[src/logic/ptm_map.svh]
/*
 * Register map, field positions, reset values and timing constants of the
 * power threshold monitor.
 * Assumes inclusion by bare name from the design module.
 */
`ifndef PTM_MAP_SVH
`define PTM_MAP_SVH

// ********************************************************************
// Register byte offsets
// ********************************************************************
`define PTM_OFS_CTRL 8'h00
`define PTM_OFS_THR 8'h04
`define PTM_OFS_DLY 8'h08
`define PTM_OFS_STAB 8'h0C
`define PTM_OFS_RATED 8'h10
`define PTM_OFS_POWER 8'h14
`define PTM_OFS_STAT 8'h18
`define PTM_OFS_IRQ 8'h1C
`define PTM_OFS_MASK 8'h20

// ********************************************************************
// Field positions
// ********************************************************************
`define PTM_CTRL_DIR 0
`define PTM_CTRL_OUTSEL 1
`define PTM_CTRL_INSEL 2
`define PTM_LO_LSB 0
`define PTM_HI_LSB 16
`define PTM_ST_OUT 0
`define PTM_ST_ACT 1
`define PTM_ST_STAB 2
`define PTM_ST_EN 3
`define PTM_IRQ_ON 0
`define PTM_IRQ_OFF 1
`define PTM_IRQ_BAD 2

// ********************************************************************
// Reset values and answers
// ********************************************************************
`define PTM_RST_CTRL 32'h0000_0000
`define PTM_RST_THR 32'h0000_0000
`define PTM_RST_DLY 32'h0000_0000
`define PTM_RST_STAB 32'h0000_0000
`define PTM_RST_RATED 32'h0000_0000
`define PTM_RESP_OKAY 2'h0
`define PTM_RESP_SLVERR 2'h2
`define PTM_PERCENT 32'h0000_0064

// ********************************************************************
// Timing: one second at the 250 MHz clock
// ********************************************************************
`define PTM_CLK_HZ 250000000
`define PTM_SECOND_NS 1000000000
`define PTM_CLK_NS 4

`endif

[src/logic/ptm_pkg.sv]
/*
 * Types shared by the power threshold monitor.
 * Assumes the map header is available on the include path.
 */
package ptm_pkg;
    // Measured power sample and its strobe
    typedef struct packed {
        logic valid;
        logic [31:0] watts;
    } ptm_power_type;

    typedef enum logic [3:0] {
        PTM_OFF = 4'b0001,
        PTM_STAB = 4'b0010,
        PTM_IDLE = 4'b0100,
        PTM_ACT = 4'b1000
    } ptm_state_type;
endpackage

[src/logic/ptm_monitor.sv]
/*
 * Power threshold monitor with AXI4-Lite registers, interrupt and one
 * threshold output.
 * Assumes a 250 MHz aclk, synchronous active-low reset, a power sample
 * in the aclk domain and an asynchronous enable pin.
 */
// Our own choices: the AXI4-Lite interface to the registers and the register addresses.
`timescale 1ns/1ps
`default_nettype none
`include "ptm_map.svh"

// Behaviour
// - Direction zero low power, else high
// - Enable input gates function when assigned
// - No output assigned: function unavailable
// - Low mode: below lower for delay, assert
// - Low mode: above upper for delay, release
// - Thresholds are percent of rated power
// - Delays counted in whole seconds
// - Zero or inconsistent thresholds disable function
// - Enable rise: stabilise, output held off
// - High mode: above upper on, below lower off
module ptm_monitor #(
    parameter int unsigned TICK_CYCLES =
        `PTM_SECOND_NS / `PTM_CLK_NS,
    parameter int unsigned DLY_W = 16
) (
    input wire logic aclk,
    input wire logic aresetn,
    input wire logic [7:0] s_axi_awaddr,
    input wire logic s_axi_awvalid,
    output logic s_axi_awready,
    input wire logic [31:0] s_axi_wdata,
    input wire logic [3:0] s_axi_wstrb,
    input wire logic s_axi_wvalid,
    output logic s_axi_wready,
    output logic [1:0] s_axi_bresp,
    output logic s_axi_bvalid,
    input wire logic s_axi_bready,
    input wire logic [7:0] s_axi_araddr,
    input wire logic s_axi_arvalid,
    output logic s_axi_arready,
    output logic [31:0] s_axi_rdata,
    output logic [1:0] s_axi_rresp,
    output logic s_axi_rvalid,
    input wire logic s_axi_rready,
    input wire ptm_pkg::ptm_power_type power_in,
    input wire logic enable_pin,
    output logic threshold_out,
    output logic irq
);
    import ptm_pkg::*;

    // Refused at elaboration: the counters cannot serve these values
    if (TICK_CYCLES < 1 || DLY_W < 1 || DLY_W > 16) begin : g_bad_param
        $error("ptm_monitor: bad parameters");
    end

    // ****************************************************************
    // Register bus
    // ****************************************************************
    logic [31:0] ctrl_q, thr_q, dly_q, stab_q, rated_q, mask_q;
    logic [31:0] power_q;
    logic [2:0] irq_q;
    logic [7:0] awaddr_q;
    logic [31:0] wdata_q;
    logic [3:0] wstrb_q;
    logic aw_have_q, w_have_q;

    function automatic logic [31:0] merge(input logic [31:0] old,
        input logic [31:0] nw, input logic [3:0] be);
        logic [31:0] r;
        r = old;
        for (int i = 0; i < 4; i++) begin
            if (be[i]) begin
                r[i*8 +: 8] = nw[i*8 +: 8];
            end
        end
        return r;
    endfunction

    function automatic logic known(input logic [7:0] a);
        return a == `PTM_OFS_CTRL || a == `PTM_OFS_THR ||
            a == `PTM_OFS_DLY || a == `PTM_OFS_STAB ||
            a == `PTM_OFS_RATED || a == `PTM_OFS_POWER ||
            a == `PTM_OFS_STAT || a == `PTM_OFS_IRQ ||
            a == `PTM_OFS_MASK;
    endfunction

    wire aw_take = s_axi_awvalid && s_axi_awready;
    wire w_take = s_axi_wvalid && s_axi_wready;
    wire wr_go = aw_have_q && w_have_q && !s_axi_bvalid;
    wire wr_ctrl = wr_go && awaddr_q == `PTM_OFS_CTRL;
    wire wr_thr = wr_go && awaddr_q == `PTM_OFS_THR;
    wire wr_dly = wr_go && awaddr_q == `PTM_OFS_DLY;
    wire wr_stab = wr_go && awaddr_q == `PTM_OFS_STAB;
    wire wr_rated = wr_go && awaddr_q == `PTM_OFS_RATED;
    wire wr_irq = wr_go && awaddr_q == `PTM_OFS_IRQ;
    wire wr_mask = wr_go && awaddr_q == `PTM_OFS_MASK;
    wire rd_take = s_axi_arvalid && s_axi_arready;

    always_ff @(posedge aclk) begin
        if (!aresetn) begin
            s_axi_awready <= 1'b0;
            s_axi_wready <= 1'b0;
            aw_have_q <= 1'b0;
            w_have_q <= 1'b0;
            awaddr_q <= 8'h00;
            wdata_q <= 32'h0000_0000;
            wstrb_q <= 4'h0;
            s_axi_bvalid <= 1'b0;
            s_axi_bresp <= `PTM_RESP_OKAY;
        end else begin
            s_axi_awready <= !aw_have_q && !aw_take;
            s_axi_wready <= !w_have_q && !w_take;
            if (aw_take) begin
                aw_have_q <= 1'b1;
                awaddr_q <= s_axi_awaddr;
            end
            if (w_take) begin
                w_have_q <= 1'b1;
                wdata_q <= s_axi_wdata;
                wstrb_q <= s_axi_wstrb;
            end
            if (wr_go) begin
                s_axi_bvalid <= 1'b1;
                s_axi_bresp <= known(awaddr_q) ? `PTM_RESP_OKAY
                    : `PTM_RESP_SLVERR;
                aw_have_q <= 1'b0;
                w_have_q <= 1'b0;
            end
            if (s_axi_bvalid && s_axi_bready) begin
                s_axi_bvalid <= 1'b0;
            end
        end
    end

    always_ff @(posedge aclk) begin
        if (!aresetn) begin
            ctrl_q <= `PTM_RST_CTRL;
            thr_q <= `PTM_RST_THR;
            dly_q <= `PTM_RST_DLY;
            stab_q <= `PTM_RST_STAB;
            rated_q <= `PTM_RST_RATED;
            mask_q <= 32'h0000_0000;
        end else begin
            if (wr_ctrl) ctrl_q <= merge(ctrl_q, wdata_q, wstrb_q);
            if (wr_thr) thr_q <= merge(thr_q, wdata_q, wstrb_q);
            if (wr_dly) dly_q <= merge(dly_q, wdata_q, wstrb_q);
            if (wr_stab) stab_q <= merge(stab_q, wdata_q, wstrb_q);
            if (wr_rated) rated_q <= merge(rated_q, wdata_q, wstrb_q);
            if (wr_mask) mask_q <= merge(mask_q, wdata_q, wstrb_q);
        end
    end

    // ****************************************************************
    // Enable pin synchroniser and power sample
    // ****************************************************************
    logic en_s1_q, en_s2_q, en_s3_q, en_q;
    always_ff @(posedge aclk) begin
        if (!aresetn) begin
            en_s1_q <= 1'b0;
            en_s2_q <= 1'b0;
            en_s3_q <= 1'b0;
            en_q <= 1'b0;
            power_q <= 32'h0000_0000;
        end else begin
            en_s1_q <= enable_pin;
            en_s2_q <= en_s1_q;
            en_s3_q <= en_s2_q;
            if (en_s2_q == en_s3_q) en_q <= en_s3_q;
            if (power_in.valid) power_q <= power_in.watts;
        end
    end

    // ****************************************************************
    // Thresholds and comparisons
    // ****************************************************************
    logic [15:0] lo_pct, hi_pct;
    logic [47:0] pwr_scaled, lo_scaled, hi_scaled;
    assign lo_pct = thr_q[`PTM_LO_LSB +: 16];
    assign hi_pct = thr_q[`PTM_HI_LSB +: 16];
    // Compare power*100 with pct*rated, avoiding a divider
    assign pwr_scaled = 48'(power_q) * 48'(`PTM_PERCENT);
    assign lo_scaled = 48'(lo_pct) * 48'(rated_q);
    assign hi_scaled = 48'(hi_pct) * 48'(rated_q);
    wire below_lo = pwr_scaled < lo_scaled;
    wire above_hi = pwr_scaled > hi_scaled;
    wire dir_high = ctrl_q[`PTM_CTRL_DIR];
    wire thr_bad = lo_pct == 16'h0000 || hi_pct == 16'h0000
        || lo_pct >= hi_pct;
    wire out_assigned = ctrl_q[`PTM_CTRL_OUTSEL];
    wire gate_ok = !ctrl_q[`PTM_CTRL_INSEL] || en_q;
    wire func_on = out_assigned && !thr_bad && gate_ok;
    // Which side turns the output on or off depends on direction
    wire on_cond = dir_high ? above_hi : below_lo;
    wire off_cond = dir_high ? below_lo : above_hi;
    wire [15:0] on_dly = dir_high ? dly_q[31:16] : dly_q[15:0];
    wire [15:0] off_dly = dir_high ? dly_q[15:0] : dly_q[31:16];

    // ****************************************************************
    // Second tick and state machine
    // ****************************************************************
    logic [31:0] tick_cnt_q;
    logic tick_q;
    logic [15:0] sec_q;
    ptm_state_type state_q, state_d;
    logic en_prev_q;
    wire en_rise = en_q && !en_prev_q && ctrl_q[`PTM_CTRL_INSEL];

    always_ff @(posedge aclk) begin
        if (!aresetn) begin
            tick_cnt_q <= 32'h0000_0000;
            tick_q <= 1'b0;
        end else begin
            tick_q <= tick_cnt_q == 32'(TICK_CYCLES - 1);
            tick_cnt_q <= tick_cnt_q == 32'(TICK_CYCLES - 1) ? 32'h0000_0000
                : tick_cnt_q + 32'h0000_0001;
        end
    end

    wire watch = state_q == PTM_IDLE ? on_cond
        : state_q == PTM_ACT ? off_cond : 1'b1;
    wire [15:0] limit = state_q == PTM_IDLE ? on_dly
        : state_q == PTM_ACT ? off_dly : stab_q[15:0];
    wire expired = sec_q >= limit;

    always_comb begin
        state_d = state_q;
        case (state_q)
            PTM_OFF: state_d = func_on ? PTM_IDLE : PTM_OFF;
            PTM_STAB: state_d = expired ? PTM_IDLE : PTM_STAB;
            PTM_IDLE: state_d = on_cond && expired ? PTM_ACT : PTM_IDLE;
            PTM_ACT: state_d = off_cond && expired ? PTM_IDLE : PTM_ACT;
            default: state_d = PTM_OFF;
        endcase
        if (!func_on) begin
            state_d = PTM_OFF;
        end else if (en_rise) begin
            state_d = PTM_STAB;
        end
    end

    wire state_chg = state_d != state_q;
    always_ff @(posedge aclk) begin
        if (!aresetn) begin
            state_q <= PTM_OFF;
            sec_q <= 16'h0000;
            en_prev_q <= 1'b0;
        end else begin
            state_q <= state_d;
            en_prev_q <= en_q;
            if (state_chg || !watch) begin
                sec_q <= 16'h0000;
            end else if (tick_q && !expired) begin
                sec_q <= sec_q + 16'h0001;
            end
        end
    end

    // ****************************************************************
    // Output, status and interrupt
    // ****************************************************************
    wire [2:0] ev = {func_on == 1'b0 && state_q != PTM_OFF,
        state_q == PTM_ACT && state_d == PTM_IDLE,
        state_q != PTM_ACT && state_d == PTM_ACT};
    wire [31:0] status = {28'h000_0000, func_on,
        state_q == PTM_STAB, state_q == PTM_ACT, threshold_out};

    always_ff @(posedge aclk) begin
        if (!aresetn) begin
            threshold_out <= 1'b0;
            irq_q <= 3'b000;
            irq <= 1'b0;
        end else begin
            threshold_out <= state_d == PTM_ACT;
            // A new event wins over a clear in the same cycle
            irq_q <= (irq_q & ~(wr_irq ? wdata_q[2:0] : 3'b000)) | ev;
            irq <= |(irq_q & mask_q[2:0]);
        end
    end

    wire [31:0] rd_mux =
        s_axi_araddr == `PTM_OFS_CTRL ? ctrl_q :
        s_axi_araddr == `PTM_OFS_THR ? thr_q :
        s_axi_araddr == `PTM_OFS_DLY ? dly_q :
        s_axi_araddr == `PTM_OFS_STAB ? stab_q :
        s_axi_araddr == `PTM_OFS_RATED ? rated_q :
        s_axi_araddr == `PTM_OFS_POWER ? power_q :
        s_axi_araddr == `PTM_OFS_STAT ? status :
        s_axi_araddr == `PTM_OFS_IRQ ? {29'h0000_0000, irq_q} :
        s_axi_araddr == `PTM_OFS_MASK ? mask_q : 32'h0000_0000;

    always_ff @(posedge aclk) begin
        if (!aresetn) begin
            s_axi_arready <= 1'b0;
            s_axi_rvalid <= 1'b0;
            s_axi_rdata <= 32'h0000_0000;
            s_axi_rresp <= `PTM_RESP_OKAY;
        end else begin
            s_axi_arready <= !s_axi_rvalid && !rd_take;
            if (rd_take) begin
                s_axi_rvalid <= 1'b1;
                s_axi_rdata <= rd_mux;
                s_axi_rresp <= known(s_axi_araddr) ? `PTM_RESP_OKAY
                    : `PTM_RESP_SLVERR;
            end else if (s_axi_rvalid && s_axi_rready) begin
                s_axi_rvalid <= 1'b0;
            end
        end
    end
endmodule
`default_nettype wire

[config.mk]
export PLATFORM = sky130hd
export DESIGN_NAME = ptm_monitor
export DESIGN_NICKNAME = d
export VERILOG_FILES = /design/src/logic/ptm_pkg.sv /design/src/logic/ptm_monitor.sv
export VERILOG_INCLUDE_DIRS = /design/src /design/src/logic
export SDC_FILE = /design/constraint.sdc
export NUM_CORES = 2
export LEC_CHECK = 0
export BUFFER_PORTS_ARGS = -buffer_cell sky130_fd_sc_hd__buf_2
export CORE_UTILIZATION = 55
export CTS_CLUSTER_DIAMETER = 50
export CTS_CLUSTER_SIZE = 8
export DETAILED_ROUTE_END_ITERATION = 7
export GPL_ROUTABILITY_DRIVEN = 1
export PLACE_DENSITY = 0.74
export SLEW_MARGIN = 20
export SYNTH_ARGS = -nofsm -noshare
export SYNTH_HDL_FRONTEND = slang
export SYNTH_SLANG_ARGS = --single-unit
[constraint.sdc]
create_clock -name aclk -period 10 [get_ports aclk]
set_clock_uncertainty 0.15 [all_clocks]
set_input_delay 1 -clock aclk [delete_from_list [all_inputs] [get_ports aclk]]
set_output_delay 1 -clock aclk [all_outputs]
set_load 0.02 [all_outputs]
==> qor.csv <==
metric;value;unit
outcome;finished, final reports clean;
rr_worst_depth;36;
worstPathMaxFanout;18;
cts_root_buf;clkbuf_16;
multi_input_comb_area;0.04132;mm²
synth.distinct_cells;86;
worstSetupStartpoint;rated_q[8];
max-slew-margin-rel;22.17;%
crit-reg2reg-capture;sec_q[12];
endpoint;sec_q[12];
post-dp-hpwl;140.6;mm
synth_edf_count;0;
routed_wire_length_per_instance;22.73;µm
synthesis.area;0.05421;mm²
final-hold-violation-count;0;
groute.usage.overall;36.59;%
fp.dieArea;0.09982;mm²
cap_violations;0;
layout.cells.most_common;inv_1;
nets;7979;
gr-total-overflow;0;
clock_latency;630;ps
criticalPathCategory;reg2reg;
worst_ep_arrival_time;10060;ps
finalWorstPathRequiredPeriod;9687;ps
placeableCoreArea;0.09714;mm²
initialDrtViolationCount;4499;
cts_hold_buffers;0;
detailedRoute.firstPassIterationCount;8;
route.antenna.remaining_nets;0;
power.static_leakage;28.12;nW
detail_route.drc_violations;0;
synth-async-reset-ratio;0;%
synth-seq-cells;372;
place.gp.congestion;1.014;
wire_length_of_the_first_global_routing_pass;276.8;mm
max_freq;0.1032;GHz
dieWidth;315.9;µm
cts_tree;done;
whs;293.1;ps
area.growth.synth_to_final;10.89;%
layout.cells.most_common_list;inv_1 (1122), nand2_1 (1062), fa_1 (862), ha_1 (446), a21oi_1 (362);
worstHoldPathType;reg2reg;
critical_path.slowest_cell;fa_1;
seqCellArea;0.007471;mm²
timing.critical_path.mode_cell;fa_1;
routed-via-count;46510;
average_size_of_a_mapped_cell;8.363;µm²
numPortBuffers;133;
critical_path.max_stage_delay;620;ps
final.period_utilization;96.87;%
dr_vias_cell;5.903;
grt_start_max_net_pins;125;
ff2ff_setup_slack;310;ps
worst_pin_slew;1167;ps
worst-endpoint-required;10370;ps
final.setup.tns;0;ps
yosys_warnings;0;
power_per_cell_area;72.69;mW/mm²
clock_path_buffers;3;
clk_transition_reported_paths;50;ps
h-tree-depth;3;
setup_viol_count_final;0;
layout.filler_cells;8329;
fp.dieH;315.9;µm
routed_wirelength;179.1;mm
synth_top_flop_cell;dfxtp_1;
critical_path.startpoint_type;flip-flop;
vdd.ir_drop.worst;146.3;µV
num_io_pins;136;
antenna_found_initial;8;
tritoncts_num_sinks;372;
slew_viol_final;0;
rr_startpoint;rated_q[8];
postLayoutCoreUtil;61.89;%
initial_util;55.81;%
syn-instance-count;6482;
worstSetupEndpointType;flip-flop;
final_layout_size_suffix_gt1_share;9.726;%
grt_pass1_vias;47870;
numCtsBuffers;66;
yosysSeqAreaShare;13.74;%
row_count;114;
## report_power, final
group / internal [mW] / switching [mW]
clock network: 1.29 / 0.816
logic: 0.264 / 0.420
registers: 1.51 / 0.0628
## cell families (layout without fill, tap and decap cells)
group	Yosys count	count (layout)	synth area share, %
other cells	1	3	0.006918
simple gates	2126	2126	18.30
fa+ha+maj	1311	1311	42.21
compound gates	872	872	10.30
xor+xnor	150	150	2.423
mux	131	131	2.479
flops	372	372	13.74
buf+inv	1519	1637	10.55
## metal layers
| layer | part of all wire (%) | global-route usage [%] | routed length (µm) | vias to the layer above |
|---|---|---|---|---|
| li1 | - | - | - | 20580 |
| met1 | 37 | 45.51 | 66840 | 22840 |
| met2 | 44 | 56.85 | 79120 | 2459 |
| met3 | 11 | 9.084 | 19550 | 609 |
| met4 | 7.5 | 23.53 | 13480 | 10 |
| met5 | 0.049 | 0 | 88 | - |
## how the worst min path moves through the flow
stage,cells past startpoint,start,to
after floorplan,1,en_s1_q,en_s2_q
after global placement,1,en_s1_q,en_s2_q
after detailed placement,1,en_s1_q,en_s2_q
after CTS,1,en_s1_q,en_s2_q
after global routing,1,en_s1_q,en_s2_q
final,1,en_s1_q,en_s2_q
## cell usage after synthesis, types with 54 or more instances
master	count	area, µm²
inv_1	1123	4215
nand2_1	1063	3990
fa_1	863	17280
ha_1	448	5605
clkbuf_1	386	1449
dfxtp_1	372	7447
a21oi_1	366	1832
and2_1	349	2183
nor2_1	248	930.9
nand3_1	194	970.9
o21ai_0	125	625.6
mux2i_1	105	1051
a21o_1	92	690.7
xnor2_1	86	753.2
xor2_1	64	560.5
nor3_1	54	270.3
## flip-flops by register name (all words and copies together) (netlist names), 3 cells and up
signal       cells
dly_q           32
irq_q            3
tick_cnt_q      32
rated_q         32
stab_q          32
thr_q           32
wstrb_q          4
power_q         32
mask_q          32
sec_q           16
ctrl_q          32
state_q          4
wdata_q         32
awaddr_q         8
s_axi_rdata     32
## critical path, delay by kind of cell, from the launching register on
kind                       cells  cell delay [ps]
adders and majority gates      8             3590
and+or+nand+nor                8             2230
AOI/OAI and AO/OA             11             2050
buffers and inverters          8             1070
DFF                            1              370
xor gates and xnor gates       1              130
## through the flow
| step | instances | power, mW | setup slack (ps) | area, µm² |
|---|---|---|---|---|
| floorplan | 6483 | 1.995 | 613.0 | 54210 |
| global placement | 7774 | 2.232 | -332.1 | 57690 |
| detailed placement | 7774 | 2.246 | -431.7 | 57710 |
| CTS | 7869 | 4.338 | 15.36 | 59730 |
| global route | 7877 | 4.499 | -7.900 | 60110 |
| finish | 7878 | 4.370 | 312.5 | 60110 |
## timing repair
item | CTS | global route
setup endpoints to repair | 16 | 21
cloned | 0 | 1
buffers inserted | 1 | 7
pin swaps | 2 | 22
resized for setup | 1 | 83
## cell type report
| type | count | area share (%) |
|---|---|---|
| clock buffer | 80 | 2.987 |
| antenna | 1 | 0.004163 |
| multi-input combinational | 4592 | 68.73 |
| sequential | 372 | 12.43 |
| timing repair buffer | 420 | 5.828 |
| inverter | 1123 | 7.025 |
| tap | 1276 | 2.656 |
| clock inverter | 14 | 0.3414 |
Power figures use the tool's default switching activity.
